<file path="config.mk">
export PLATFORM = sky130hd
export DESIGN_NAME = zei_target
export DESIGN_NICKNAME = d
export VERILOG_FILES = /design/src/core/zei2c_target.v
export VERILOG_INCLUDE_DIRS = /design/src /design/src/core
export SDC_FILE = /design/constraint.sdc
export NUM_CORES = 2
export LEC_CHECK = 0
export BUFFER_PORTS_ARGS = -buffer_cell sky130_fd_sc_hd__buf_2
export CORE_AREA = 2 2 323 389
export DETAILED_ROUTE_END_ITERATION = 10
export DIE_AREA = 0 0 325 391
export PLACE_DENSITY = 0.82
export SLEW_MARGIN = 15
export SYNTH_ARGS = -nofsm -noshare
export SYNTH_HDL_FRONTEND = slang
export SYNTH_SLANG_ARGS = --single-unit
</file>
<file path="constraint.sdc">
create_clock -name clock_i -period 4.5 [get_ports clock_i]
set_clock_uncertainty 0.05 [all_clocks]
set_input_delay 0.225 -clock clock_i [delete_from_list [all_inputs] [get_ports clock_i]]
set_output_delay 0.225 -clock clock_i [all_outputs]
set_load 0.01 [all_outputs]
</file>
<file path="src/core/zei2c_defs.vh">
// constants for the zoned eeprom two-wire target
`ifndef ZEI2C_DEFS_VH
`define ZEI2C_DEFS_VH
`define ZEI_DEV_NIBBLE 4'hb
`define ZEI_ZONE_CFG 2'h3
`define ZEI_OFS_W 6
`define ZEI_ZONE_BYTES 64
`define ZEI_MEM_BYTES 256
`define ZEI_PAGE_BYTES 4'h8
`define ZEI_OFS_MAKER 6'h08
`define ZEI_OFS_CUST 6'h0a
`define ZEI_OFS_SERIAL 6'h19
`define ZEI_OFS_SERIAL_END 6'h1e
`define ZEI_FIFO_DEPTH 16
`define ZEI_FIFO_WIDTH 16
`endif

</file>
<file path="src/core/zei2c_target.v">
// two-wire zoned eeprom target with write page fifo
//
// Summary of operation
// RULE_01: host keeps the spare control input low during all traffic.
// RULE_02: spare control input is pulled low inside, open pin acts low.
// RULE_03: storage is 2,048 bits, four zones of 64 bytes, byte offset.
// RULE_04: zones 0-2 read/write; zone 3 holds maker, customer, serial.
// RULE_05: maker code at 0x08, customer code next, serial 0x19 to 0x1e.
// RULE_06: read command byte is 1011, zone bits, 0, then 1.
// RULE_07: zone bits 00,01,10 select zones 0-2; 11 selects config.
// RULE_08: read zone from command, offset from next byte, no dummy write.
// RULE_09: read: start, command, ack, offset, ack, then data bytes.
// RULE_10: host acks each read byte but the last, then nack and stop.
// RULE_11: serial read from 0x19 returns six bytes msb first, advancing.
// RULE_12: four-byte read at config 0x08 gives maker then customer code.
// RULE_13: write command byte is 1011, zone bits, 0, then 0.
// RULE_14: write offset byte follows command; data bytes follow offset.
// RULE_15: host writes only zones 0-2, never the config zone.
// RULE_16: write data is gathered in an 8-byte page before storing.
// RULE_17: host sends at most 8 data bytes per write.
// RULE_18: wrong device nibble gets no ack; bus released until next start.
`timescale 1ns/100ps
`include "zei2c_defs.vh"

module zei_fifo #(
	parameter WIDTH = 16,
	parameter DEPTH = 16,
	parameter AW = 4
) (
	input wire clock_i,
	input wire resetn_i,
	input wire [WIDTH-1:0] in_data_i,
	input wire in_valid_i,
	output wire in_ready_o,
	output wire [WIDTH-1:0] out_data_o,
	output wire out_valid_o,
	input wire out_ready_i
);
	reg [WIDTH-1:0] mem_q [0:DEPTH-1];
	reg [AW-1:0] wr_q;
	reg [AW-1:0] rd_q;
	reg [AW:0] cnt_q;
	wire push;
	wire pop;
	assign in_ready_o = (cnt_q != DEPTH[AW:0]);
	assign out_valid_o = (cnt_q != {(AW+1){1'b0}});
	assign out_data_o = mem_q[rd_q];
	assign push = in_valid_i & in_ready_o;
	assign pop = out_valid_o & out_ready_i;
	always @(posedge clock_i) begin
		if (push) begin
			mem_q[wr_q] <= in_data_i;
		end
	end
	always @(posedge clock_i or negedge resetn_i) begin
		if (!resetn_i) begin
			wr_q <= {AW{1'b0}};
			rd_q <= {AW{1'b0}};
			cnt_q <= {(AW+1){1'b0}};
		end else begin
			if (push) begin
				wr_q <= wr_q + 1'b1;
			end
			if (pop) begin
				rd_q <= rd_q + 1'b1;
			end
			if (push & ~pop) begin
				cnt_q <= cnt_q + 1'b1;
			end else if (pop & ~push) begin
				cnt_q <= cnt_q - 1'b1;
			end
		end
	end
endmodule

module zei_target #(
	parameter [15:0] MAKER_CODE = 16'h1234, // arbitrary value
	parameter [15:0] CUSTOMER_CODE = 16'h5678, // arbitrary value
	parameter [47:0] SERIAL_NUMBER = 48'h0a0b0c0d0e0f // arbitrary value
) (
	input wire clock_i,
	input wire resetn_i,
	input wire scl_i,
	input wire sda_i,
	output reg sda_o,
	output reg sda_oe_o,
	input wire spare_ctl_i,
	output reg spare_pulldown_o,
	output reg commit_busy_o
);
	localparam [8:0] S_IDLE = 9'h001;
	localparam [8:0] S_CMD = 9'h002;
	localparam [8:0] S_CACK = 9'h004;
	localparam [8:0] S_OFS = 9'h008;
	localparam [8:0] S_OACK = 9'h010;
	localparam [8:0] S_WDAT = 9'h020;
	localparam [8:0] S_WACK = 9'h040;
	localparam [8:0] S_RDAT = 9'h080;
	localparam [8:0] S_RACK = 9'h100;

	reg [7:0] mem_q [0:`ZEI_MEM_BYTES-1]; // [RULE_03]
	reg [2:0] scl_s_q;
	reg [2:0] sda_s_q;
	reg [1:0] spare_s_q;
	reg [8:0] state_q;
	reg [3:0] cnt_q;
	reg [7:0] sh_q;
	reg [1:0] zone_q;
	reg rd_q;
	reg [5:0] ofs_q;
	reg [3:0] page_q;
	reg hack_q;
	reg push_q;
	reg [15:0] push_data_q;
	reg drain_q;
	wire scl_rise;
	wire scl_fall;
	wire start_det;
	wire stop_det;
	wire fifo_ready;
	wire [15:0] fifo_out;
	wire fifo_valid;
	wire [7:0] rd_byte;

	// config zone bytes are fixed, other zones come from the array
	function [7:0] cfg_byte;
		input [5:0] ofs;
		begin
			case (ofs) // [RULE_05]
				`ZEI_OFS_MAKER: cfg_byte = MAKER_CODE[15:8]; // [RULE_12]
				`ZEI_OFS_MAKER + 6'h1: cfg_byte = MAKER_CODE[7:0];
				`ZEI_OFS_CUST: cfg_byte = CUSTOMER_CODE[15:8];
				`ZEI_OFS_CUST + 6'h1: cfg_byte = CUSTOMER_CODE[7:0];
				`ZEI_OFS_SERIAL: cfg_byte = SERIAL_NUMBER[47:40]; // [RULE_11]
				`ZEI_OFS_SERIAL + 6'h1: cfg_byte = SERIAL_NUMBER[39:32];
				`ZEI_OFS_SERIAL + 6'h2: cfg_byte = SERIAL_NUMBER[31:24];
				`ZEI_OFS_SERIAL + 6'h3: cfg_byte = SERIAL_NUMBER[23:16];
				`ZEI_OFS_SERIAL + 6'h4: cfg_byte = SERIAL_NUMBER[15:8];
				`ZEI_OFS_SERIAL_END: cfg_byte = SERIAL_NUMBER[7:0];
				default: cfg_byte = 8'hff;
			endcase
		end
	endfunction

	// zone select 11 maps to config, others to user array
	assign rd_byte = (zone_q == `ZEI_ZONE_CFG) ? cfg_byte(ofs_q) :
		mem_q[{zone_q, ofs_q}]; // [RULE_04] [RULE_07]

	assign scl_rise = scl_s_q[1] & ~scl_s_q[2];
	assign scl_fall = ~scl_s_q[1] & scl_s_q[2];
	assign start_det = scl_s_q[1] & scl_s_q[2] & ~sda_s_q[1] & sda_s_q[2];
	assign stop_det = scl_s_q[1] & scl_s_q[2] & sda_s_q[1] & ~sda_s_q[2];

	zei_fifo #(
		.WIDTH(`ZEI_FIFO_WIDTH),
		.DEPTH(`ZEI_FIFO_DEPTH),
		.AW(4)
	) zei_fifo_inst (
		.clock_i(clock_i),
		.resetn_i(resetn_i),
		.in_data_i(push_data_q),
		.in_valid_i(push_q),
		.in_ready_o(fifo_ready),
		.out_data_o(fifo_out),
		.out_valid_o(fifo_valid),
		.out_ready_i(drain_q)
	);

	// committed page bytes land in user zones only
	always @(posedge clock_i) begin
		if (fifo_valid && drain_q && fifo_out[15:14] != `ZEI_ZONE_CFG) begin
			mem_q[fifo_out[15:8]] <= fifo_out[7:0]; // [RULE_16]
		end
	end

	always @(posedge clock_i or negedge resetn_i) begin
		if (!resetn_i) begin
			scl_s_q <= 3'h7;
			sda_s_q <= 3'h7;
			spare_s_q <= 2'h0;
			spare_pulldown_o <= 1'b1;
			commit_busy_o <= 1'b0;
		end else begin
			scl_s_q <= {scl_s_q[1:0], scl_i};
			sda_s_q <= {sda_s_q[1:0], sda_i};
			spare_s_q <= {spare_s_q[0], spare_ctl_i};
			spare_pulldown_o <= 1'b1; // [RULE_02]
			commit_busy_o <= drain_q | push_q | fifo_valid;
		end
	end

	always @(posedge clock_i or negedge resetn_i) begin
		if (!resetn_i) begin
			state_q <= S_IDLE;
			cnt_q <= 4'h0;
			sh_q <= 8'h00;
			zone_q <= 2'h0;
			rd_q <= 1'b0;
			ofs_q <= 6'h00;
			page_q <= 4'h0;
			hack_q <= 1'b0;
			push_q <= 1'b0;
			push_data_q <= 16'h0000;
			drain_q <= 1'b0;
			sda_o <= 1'b0;
			sda_oe_o <= 1'b0;
		end else begin
			push_q <= 1'b0;
			sda_o <= 1'b0;
			if (drain_q && !fifo_valid && !push_q) begin
				drain_q <= 1'b0;
			end
			if (spare_s_q[1]) begin
				state_q <= S_IDLE;
				sda_oe_o <= 1'b0;
			end else if (stop_det) begin
				state_q <= S_IDLE;
				sda_oe_o <= 1'b0;
				if (page_q != 4'h0) begin
					drain_q <= 1'b1; // [RULE_16]
				end
				page_q <= 4'h0;
			end else if (start_det) begin
				state_q <= S_CMD;
				cnt_q <= 4'h0;
				sda_oe_o <= 1'b0;
				if (page_q != 4'h0) begin
					drain_q <= 1'b1;
				end
				page_q <= 4'h0;
			end else begin
				case (state_q)
					S_CMD, S_OFS, S_WDAT: begin
						if (scl_rise) begin
							sh_q <= {sh_q[6:0], sda_s_q[1]};
							cnt_q <= cnt_q + 4'h1;
						end else if (scl_fall && cnt_q == 4'h8) begin
							cnt_q <= 4'h0;
							if (state_q == S_CMD) begin
								// [RULE_06] [RULE_13] [RULE_18]
								if (sh_q[7:4] == `ZEI_DEV_NIBBLE &&
									!sh_q[1]) begin
									zone_q <= sh_q[3:2]; // [RULE_07] [RULE_08]
									rd_q <= sh_q[0];
									sda_oe_o <= 1'b1; // [RULE_09]
									state_q <= S_CACK;
								end else begin
									state_q <= S_IDLE;
								end
							end else if (state_q == S_OFS) begin
								ofs_q <= sh_q[5:0]; // [RULE_08] [RULE_14]
								sda_oe_o <= 1'b1; // [RULE_09]
								state_q <= S_OACK;
							end else if (page_q != `ZEI_PAGE_BYTES &&
								fifo_ready) begin
								push_q <= 1'b1; // [RULE_14] [RULE_16]
								push_data_q <= {zone_q, ofs_q, sh_q};
								ofs_q <= {ofs_q[5:3], ofs_q[2:0] + 3'h1};
								page_q <= page_q + 4'h1;
								sda_oe_o <= 1'b1;
								state_q <= S_WACK;
							end else begin
								state_q <= S_IDLE;
							end
						end
					end
					S_CACK: begin
						if (scl_fall) begin
							sda_oe_o <= 1'b0;
							state_q <= S_OFS;
						end
					end
					S_OACK, S_RACK: begin
						if (scl_rise) begin
							hack_q <= ~sda_s_q[1];
						end
						if (scl_fall) begin
							if ((state_q == S_OACK && rd_q) ||
								(state_q == S_RACK && hack_q)) begin
								// [RULE_11] [RULE_12]
								sh_q <= {rd_byte[6:0], 1'b0};
								sda_oe_o <= ~rd_byte[7];
								ofs_q <= ofs_q + 6'h1;
								cnt_q <= 4'h1;
								state_q <= S_RDAT;
							end else if (state_q == S_OACK) begin
								sda_oe_o <= 1'b0;
								state_q <= S_WDAT;
							end else begin
								sda_oe_o <= 1'b0;
								state_q <= S_IDLE;
							end
						end
					end
					S_WACK: begin
						if (scl_fall) begin
							sda_oe_o <= 1'b0;
							state_q <= S_WDAT;
						end
					end
					S_RDAT: begin
						if (scl_fall) begin
							if (cnt_q == 4'h8) begin
								sda_oe_o <= 1'b0;
								hack_q <= 1'b0;
								state_q <= S_RACK;
							end else begin
								sda_oe_o <= ~sh_q[7];
								sh_q <= {sh_q[6:0], 1'b0};
								cnt_q <= cnt_q + 4'h1;
							end
						end
					end
					S_IDLE: begin
						sda_oe_o <= 1'b0;
					end
					default: begin
						state_q <= S_IDLE;
						sda_oe_o <= 1'b0;
					end
				endcase
			end
		end
	end
endmodule

</file>
==> After elaboration in Yosys (flattened, before gate mapping) <==
Memory sizes are Yosys's and may differ from the RTL's.
Cells that the tools add are included.
{ "totals": {"n_memories": 3, "rom_bits": 256, "ff_bits": 76, "ramBits": 2304} }
{ "mem_list": {"columns": ["memory", "depth", "width", "read_ports", "rd_ports_with_merged_regs", "write_ports", "line", "source"], "rows": [
  ["mem_q", 256, 8, 1, 0, 1, "zei2c_target.v:101", "reg [7:0] mem_q [0:`ZEI_MEM_BYTES-1];"],
  ["(name not given)", 32, 8, 1, 0, 0, "zei2c_target.v:129", "case (ofs)"],
  ["zei_fifo_inst.mem_q", 16, 16, 1, 0, 1, "zei2c_target.v:39", "reg [WIDTH-1:0] mem_q [0:DEPTH-1];"]
]} }
{ "op_classes": {"n_reduce_logical": 36, "add_sub_neg": 8, "bitwise": 27, "eq_ne": 46, "n_mux": 88} }
{ "ops": {"columns": ["cell", "count"], "rows": [
  ["$mux 9", 11],
  ["$mux 8", 8],
  ["$mux 4", 15],
  ["$pmux 9 s6", 1],
  ["$mux 6", 7],
  ["$ne 5x5->1 const B", 8],
  ["$mux 1", 35],
  ["$ne 2x2->1 const B", 12],
  ["$pmux 8 s3", 1],
  ["$reduce_and 8->1", 3],
  ["$ne 3x3->1 const B", 7],
  ["$reduce_and 7->1", 3],
  ["$reduce_and 10->1", 2],
  ["$reduce_and 9->1", 2],
  ["$add 4x1->4 const B", 4],
  ["$mux 7", 2],
  ["$not 1->1", 14],
  ["$ne 4x4->1 const B", 3],
  ["$pmux 4 s3", 1],
  ["$pmux 6 s2", 1],
  ["$reduce_bool 3->1", 4],
  ["$and 1x1->1", 11],
  ["$mux 5", 2],
  ["$eq 9x1->1 const B", 1],
  ["other kinds (30)", 47]
]} }

==> Longest topological paths before layout <==
{ "depth": {"depth_word": 11, "depth_mapped": 15} }

==> By module <==
Synthesis repeated with hierarchy kept, for this count alone.
{ "unflattened": {"hier_cells": 3702, "area_unflattened_um2": 74211.2} }
{ "modules_own_cells": {"columns": ["module", "n_inst", "area_per_inst_um2", "seq_area_each_um2", "cells_each"], "rows": [
  ["zei_target", 1, 63348.3, 47709.5, 3154],
  ["zei_fifo", 1, 10862.9, 8012.7, 548]
]} }

==> Worst setup path before layout <==
Ideal clock, no wire load.
{ "synth_timing": {"kind": "reg-to-reg", "startpoint": "reg zei_fifo_inst.rd_q[0]", "endpoint": "mem mem_q[0][3] (data pin)", "path_slack_ns": 0.668, "stages_incl_launch_ff": 6, "path_buffers": 3, "required_ns": 3.986, "t_arrival_ns": 3.319, "setup_ns": 0.464, "period_less_slack_ns": 3.832, "cell_sequence": "dfrtp_1 -> buf_2 -> buf_2 -> buf_1 -> mux4_2 -> mux4_2"} }
{ "synth_between": {"elab_chain_len": 1} }
{ "synth_lines": {"columns": ["item", "line", "source"], "rows": [
  ["start, declared", "zei2c_target.v:41", "reg [AW-1:0] rd_q;"],
  ["start signal, assigned", "zei2c_target.v:58", "rd_q <= {AW{1'b0}};"],
  ["start signal, assigned", "zei2c_target.v:65", "rd_q <= rd_q + 1'b1;"],
  ["$mem_v2 16x16", null, null],
  ["via fifo_out[3]", "zei2c_target.v:121", "wire [15:0] fifo_out;"],
  ["end, declared", "zei2c_target.v:101", null]
]} }
The timed path passes the listed nets, and every way through them passes these cells.

==> Worst setup path in the final report <==
{ "layout_timing": {"startpoint": "reg zei_fifo_inst.rd_q[0]", "endpoint": "mem mem_q[256][2] (netlist: mem_q[128][2]), enable pin"} }
{ "layout_between": {"elab_chain_len": 5} }
{ "layout_lines": {"columns": ["item", "line", "source"], "rows": [
  ["$mem_v2 16x16 (*)", null, null],
  ["$ne 2x2->1 (no source line)", null, null],
  ["$logic_and 1x1->1 (no source line)", null, null],
  ["$mux 1", "zei2c_target.v:171", "if (fifo_valid && drain_q && fifo_out[15:14] != `ZEI_ZONE_CFG) begin"],
  ["$mux 1 (not written as such)", "zei2c_target.v:172", "mem_q[fifo_out[15:8]] <= fifo_out[7:0];"]
]} }
Mark *: on every way between the ends. The rest lies on a longest branch, timed or not.

==> reports/summary.json <==
{
  "synth": {
    "syn_avg_cell_area_um2": 20.9,
    "mappedNetlistArea_mm2": 0.0736,
    "ys_types": 82,
    "synth-edff-count": 1792,
    "yosysSeqAreaShare_pct": 75.8,
    "yosys_warnings": 0,
    "dominantRegCellSynth": "edfxtp_1",
    "asyncSetResetFlopFracSynth_pct": 4.07,
    "synth_cells": 3520,
    "yosys_register_bits": 1868,
    "post_synthesis_net_count": 3545
  },
  "routing": {
    "wirelength_um": 194000,
    "route.vias.total": 39343,
    "drt_drc_violations_left": 0,
    "detailedRoute.firstPassIterationCount": 8,
    "drtAntennaViolNets": 0,
    "post_drt_wl_per_cell_um": 34.0,
    "drt_iter0_drc": 6552,
    "routed_via_density": 6.89
  },
  "sta": {
    "fmax_mhz": 234,
    "slew_of_the_pin_with_the_lowest_slew_margin_ns": 1.36,
    "count_of_final_setup_violators": 0,
    "setup_total_negative_slack_ns": 0,
    "hold_violations": 0,
    "finalWorstSetupSlack_ns": 0.232,
    "min_period_over_period_pct": 94.8,
    "drv_slew": 0,
    "grt_setup_unrepaired": "no",
    "finalWorstPathRequiredPeriod_ns": 4.27,
    "worst_slew_margin_rel_pct": 9.50
  },
  "setup_path": {
    "critical_path.endpoint": "mem_q[128][2]",
    "maximum_cell_stage_delay_along_the_critical_path_ns": 0.76,
    "rr_startpoint": "zei_fifo_inst.rd_q[0]",
    "critical_path_peak_fanout": 23,
    "critical_path_buf_inv_count": 4,
    "worstPathRequired_ns": 4.95,
    "worst_path_max_delay_cell": "nor2_1",
    "setup.reg_to_reg.worst_slack_ns": 0.23,
    "arrival_ns": 4.72,
    "crit_path_frequent_cell": "buf_4",
    "levels_on_crit_path": 9,
    "worst_setup_path_startpoint": "zei_fifo_inst.rd_q[0]",
    "worstReg2RegEnd": "mem_q[128][2]",
    "reg2regPathDepth": 9,
    "critPathTopFamily": "multiplexers",
    "crit_path_start_kind": "flop",
    "path_class": "flop to flop",
    "critical_path_endpoint_category": "flop",
    "path_cells": "buf_4, mux4_2, mux4_2, nor2_1, buf_4, nand2_1, buf_4, nor2_1, buf_4"
  },
  "floorplanning": {
    "initial_core_util_pct": 59.4,
    "rows": 142,
    "area_of_the_die_mm2": 0.127,
    "die_height_um": 391,
    "die_x_um": 325,
    "floorplan.core_area_mm2": 0.124,
    "num_io_pins": 9
  },
  "power_and_ir_drop": {
    "p_int_mw": 27.0,
    "seqPwrFrac_pct": 55.7,
    "p_sw_share_pct": 20.1,
    "total_switching_power_mw": 6.78,
    "worst_ir_drop_vdd_mv": 0.299,
    "p_leak_nw": 19.8,
    "p_comb_share_pct": 2.7,
    "pwr-share-clk_pct": 41.6,
    "power.total_mw": 33.8,
    "powerDensity_mw_per_mm2": 404
  },
  "cells_and_area": {
    "stdcell_area_mm2": 0.0836,
    "area_growth_from_synthesis_to_layout_pct": 13.7,
    "final_layout_size_suffix_gt1_share_pct": 30.4,
    "layout_filler_cell_count": 7125,
    "final_net_count": 3938
  },
  "clock_tree": {
    "cts-root-to-sink-buffers": 3,
    "cts_repair_resize_count": 0,
    "cts_made_buffers": 165,
    "post_cts_buffers": 0,
    "total_number_of_clock_tree_sinks": 1868,
    "cts.htree.levels": 4,
    "cts_root_buffer": "clkbuf_16",
    "clock_transition_at_path_regs_ns": 0.06,
    "cts_tree": "yes",
    "clk_lat_worst_skew_ns": 0.81
  },
  "placed_design": {
    "finalWeightedCongestion": 0.905,
    "portBuffers": 6,
    "worst_setup_slack_after_placement_ns": 0.546,
    "place_area_mm2": 0.0782,
    "post_dp_hpwl_um": 114000
  },
  "hold_path": {
    "timing.hold.worst.class": "input pin to flop"
  },
  "global_routing": {
    "grt_antenna_before_repair": 6,
    "maximum_number_of_pins_on_one_net_before_global_route_repair": 193,
    "grtUsageTotal_pct": 31.0,
    "grt_overflow": 0,
    "grt_pass1_wl_um": 281000,
    "grt_pass1_vias": 40288
  },
  "run_status": {
    "status": "finished, final reports clean"
  },
  "flow_run": {
    "maxCapViolations": 0
  }
}
## layout by cell type (no fill, tap or decap), types with 29 or more instances in the layout
| master | n |
|---|---|
| edfxtp_1 | 1792 |
| buf_4 | 386 |
| a22oi_1 | 37 |
| clkbuf_16 | 170 |
| nand2_1 | 106 |
| a21oi_1 | 51 |
| o21ai_0 | 37 |
| dfrtp_1 | 62 |
| mux4_2 | 484 |
| clkinv_1 | 31 |
| nand2b_1 | 29 |
| nor2_1 | 265 |
| buf_12 | 29 |
| mux2i_1 | 66 |
| mux2_2 | 32 |
| clkbuf_1 | 42 |
## metrics by stage
| step | cells | util, % | hold WS [ns] |
|---|---|---|---|
| after global routing | 5709 | 67.5 | 0.0375 |
| after CTS | 5709 | 67.5 | 0.00156 |
| after detailed placement | 5395 | 63.2 | 0.107 |
| after floorplan | 3520 | - | -0.121 |
| after global placement | 5395 | 63.2 | 0.105 |
| final | 5711 | 67.5 | 0.0416 |
## synthesized netlist by cell type, types with 22 or more instances
| library cell | number | area (µm²) |
|---|---|---|
| edfxtp_1 | 1792 | 53800 |
| mux4_2 | 492 | 11100 |
| nor2_1 | 267 | 1000 |
| nand2_1 | 106 | 398 |
| buf_2 | 78 | 390 |
| clkbuf_1 | 70 | 263 |
| dfrtp_1 | 69 | 1730 |
| mux2i_1 | 66 | 661 |
| a21oi_1 | 51 | 255 |
| a22oi_1 | 37 | 278 |
| o21ai_0 | 37 | 185 |
| mux2_2 | 32 | 360 |
| nand2b_1 | 29 | 181 |
| nor3_1 | 27 | 135 |
| buf_4 | 23 | 173 |
| a31oi_1 | 22 | 138 |
| buf_1 | 22 | 82.6 |
## timing repair
action / 4_1_cts / 5_1_grt
endpoints found under the hold margin: 72 / 0
endpoints found under the setup margin: 0 / 0
hold buffers: 7 / 0
## power groups by stage
stage                     Clock, mW  Sequential (mW)  Combinational (mW)
after global placement            0             19.2               0.913
after detailed placement          0             19.2               0.923
after CTS                      14.1             18.8               0.941
after floorplan                   0             19.1               0.754
final                          14.1             18.8               0.925
after global routing           14.7             18.8               0.993
## logic make-up (layout without fill, tap and decap cells)
logic type      after synthesis  count (layout)  synth area share, %
compound gates              260             260                 2.43
xor+xnor                     19              19                0.226
fa+ha+maj                    20              20                0.350
buf+inv                     219             752                 1.44
flops                      1868            1868                 75.8
mux                         590             590                 16.5
other cells                   2               4               0.0102
simple gates                542             542                 3.33
## cell type report
| class | instances | area, µm² | share of cell area, % |
|---|---|---|---|
| multi-input combinational | 1433 | 16800 | 20.1 |
| clock buffer | 218 | 4490 | 5.37 |
| sequential | 1868 | 55700 | 66.6 |
| clock inverter | 89 | 842 | 1.01 |
| antenna | 2 | 5.00 | 0.00598 |
| timing repair buffer | 426 | 3560 | 4.26 |
| inverter | 19 | 73.8 | 0.0883 |
| tap | 1656 | 2070 | 2.48 |
## worst min-delay path by stage
| stage | from | to | slack [ns] | cells past startpoint |
|---|---|---|---|---|
| global placement | resetn_i | push_data_q[9] | 0.10 | 1 |
| finish | scl_i | scl_s_q[0] | 0.04 | 2 |
| detailed placement | resetn_i | push_data_q[9] | 0.11 | 1 |
| floorplan | resetn_i | cnt_q[0] | -0.12 | 0 |
| CTS | scl_i | scl_s_q[0] | 0.002 | 2 |
| global route | sda_i | sda_s_q[0] | 0.04 | 2 |
## registers in the layout, summed over array words and instances, names as in the netlist, 3 cells and up
name / count
page_q: 4
sda_s_q: 3
ofs_q: 6
mem_q: 1536
cnt_q: 4
push_data_q: 16
scl_s_q: 3
zei_fifo_inst.cnt_q: 5
zei_fifo_inst.rd_q: 4
zei_fifo_inst.mem_q: 256
sh_q: 8
state_q: 9
zei_fifo_inst.wr_q: 4
## metal layers
| metal | vias to the layer above | routed length, µm | GRT usage, % |
|---|---|---|---|
| met5 | - | 63 | 0 |
| met4 | 10 | 14500 | 19.0 |
| met3 | 778 | 23300 | 7.95 |
| met2 | 3238 | 93800 | 49.7 |
| met1 | 19976 | 62400 | 38.5 |
| li1 | 15341 | - | - |
No activity file was read; power rests on OpenSTA's default activity.
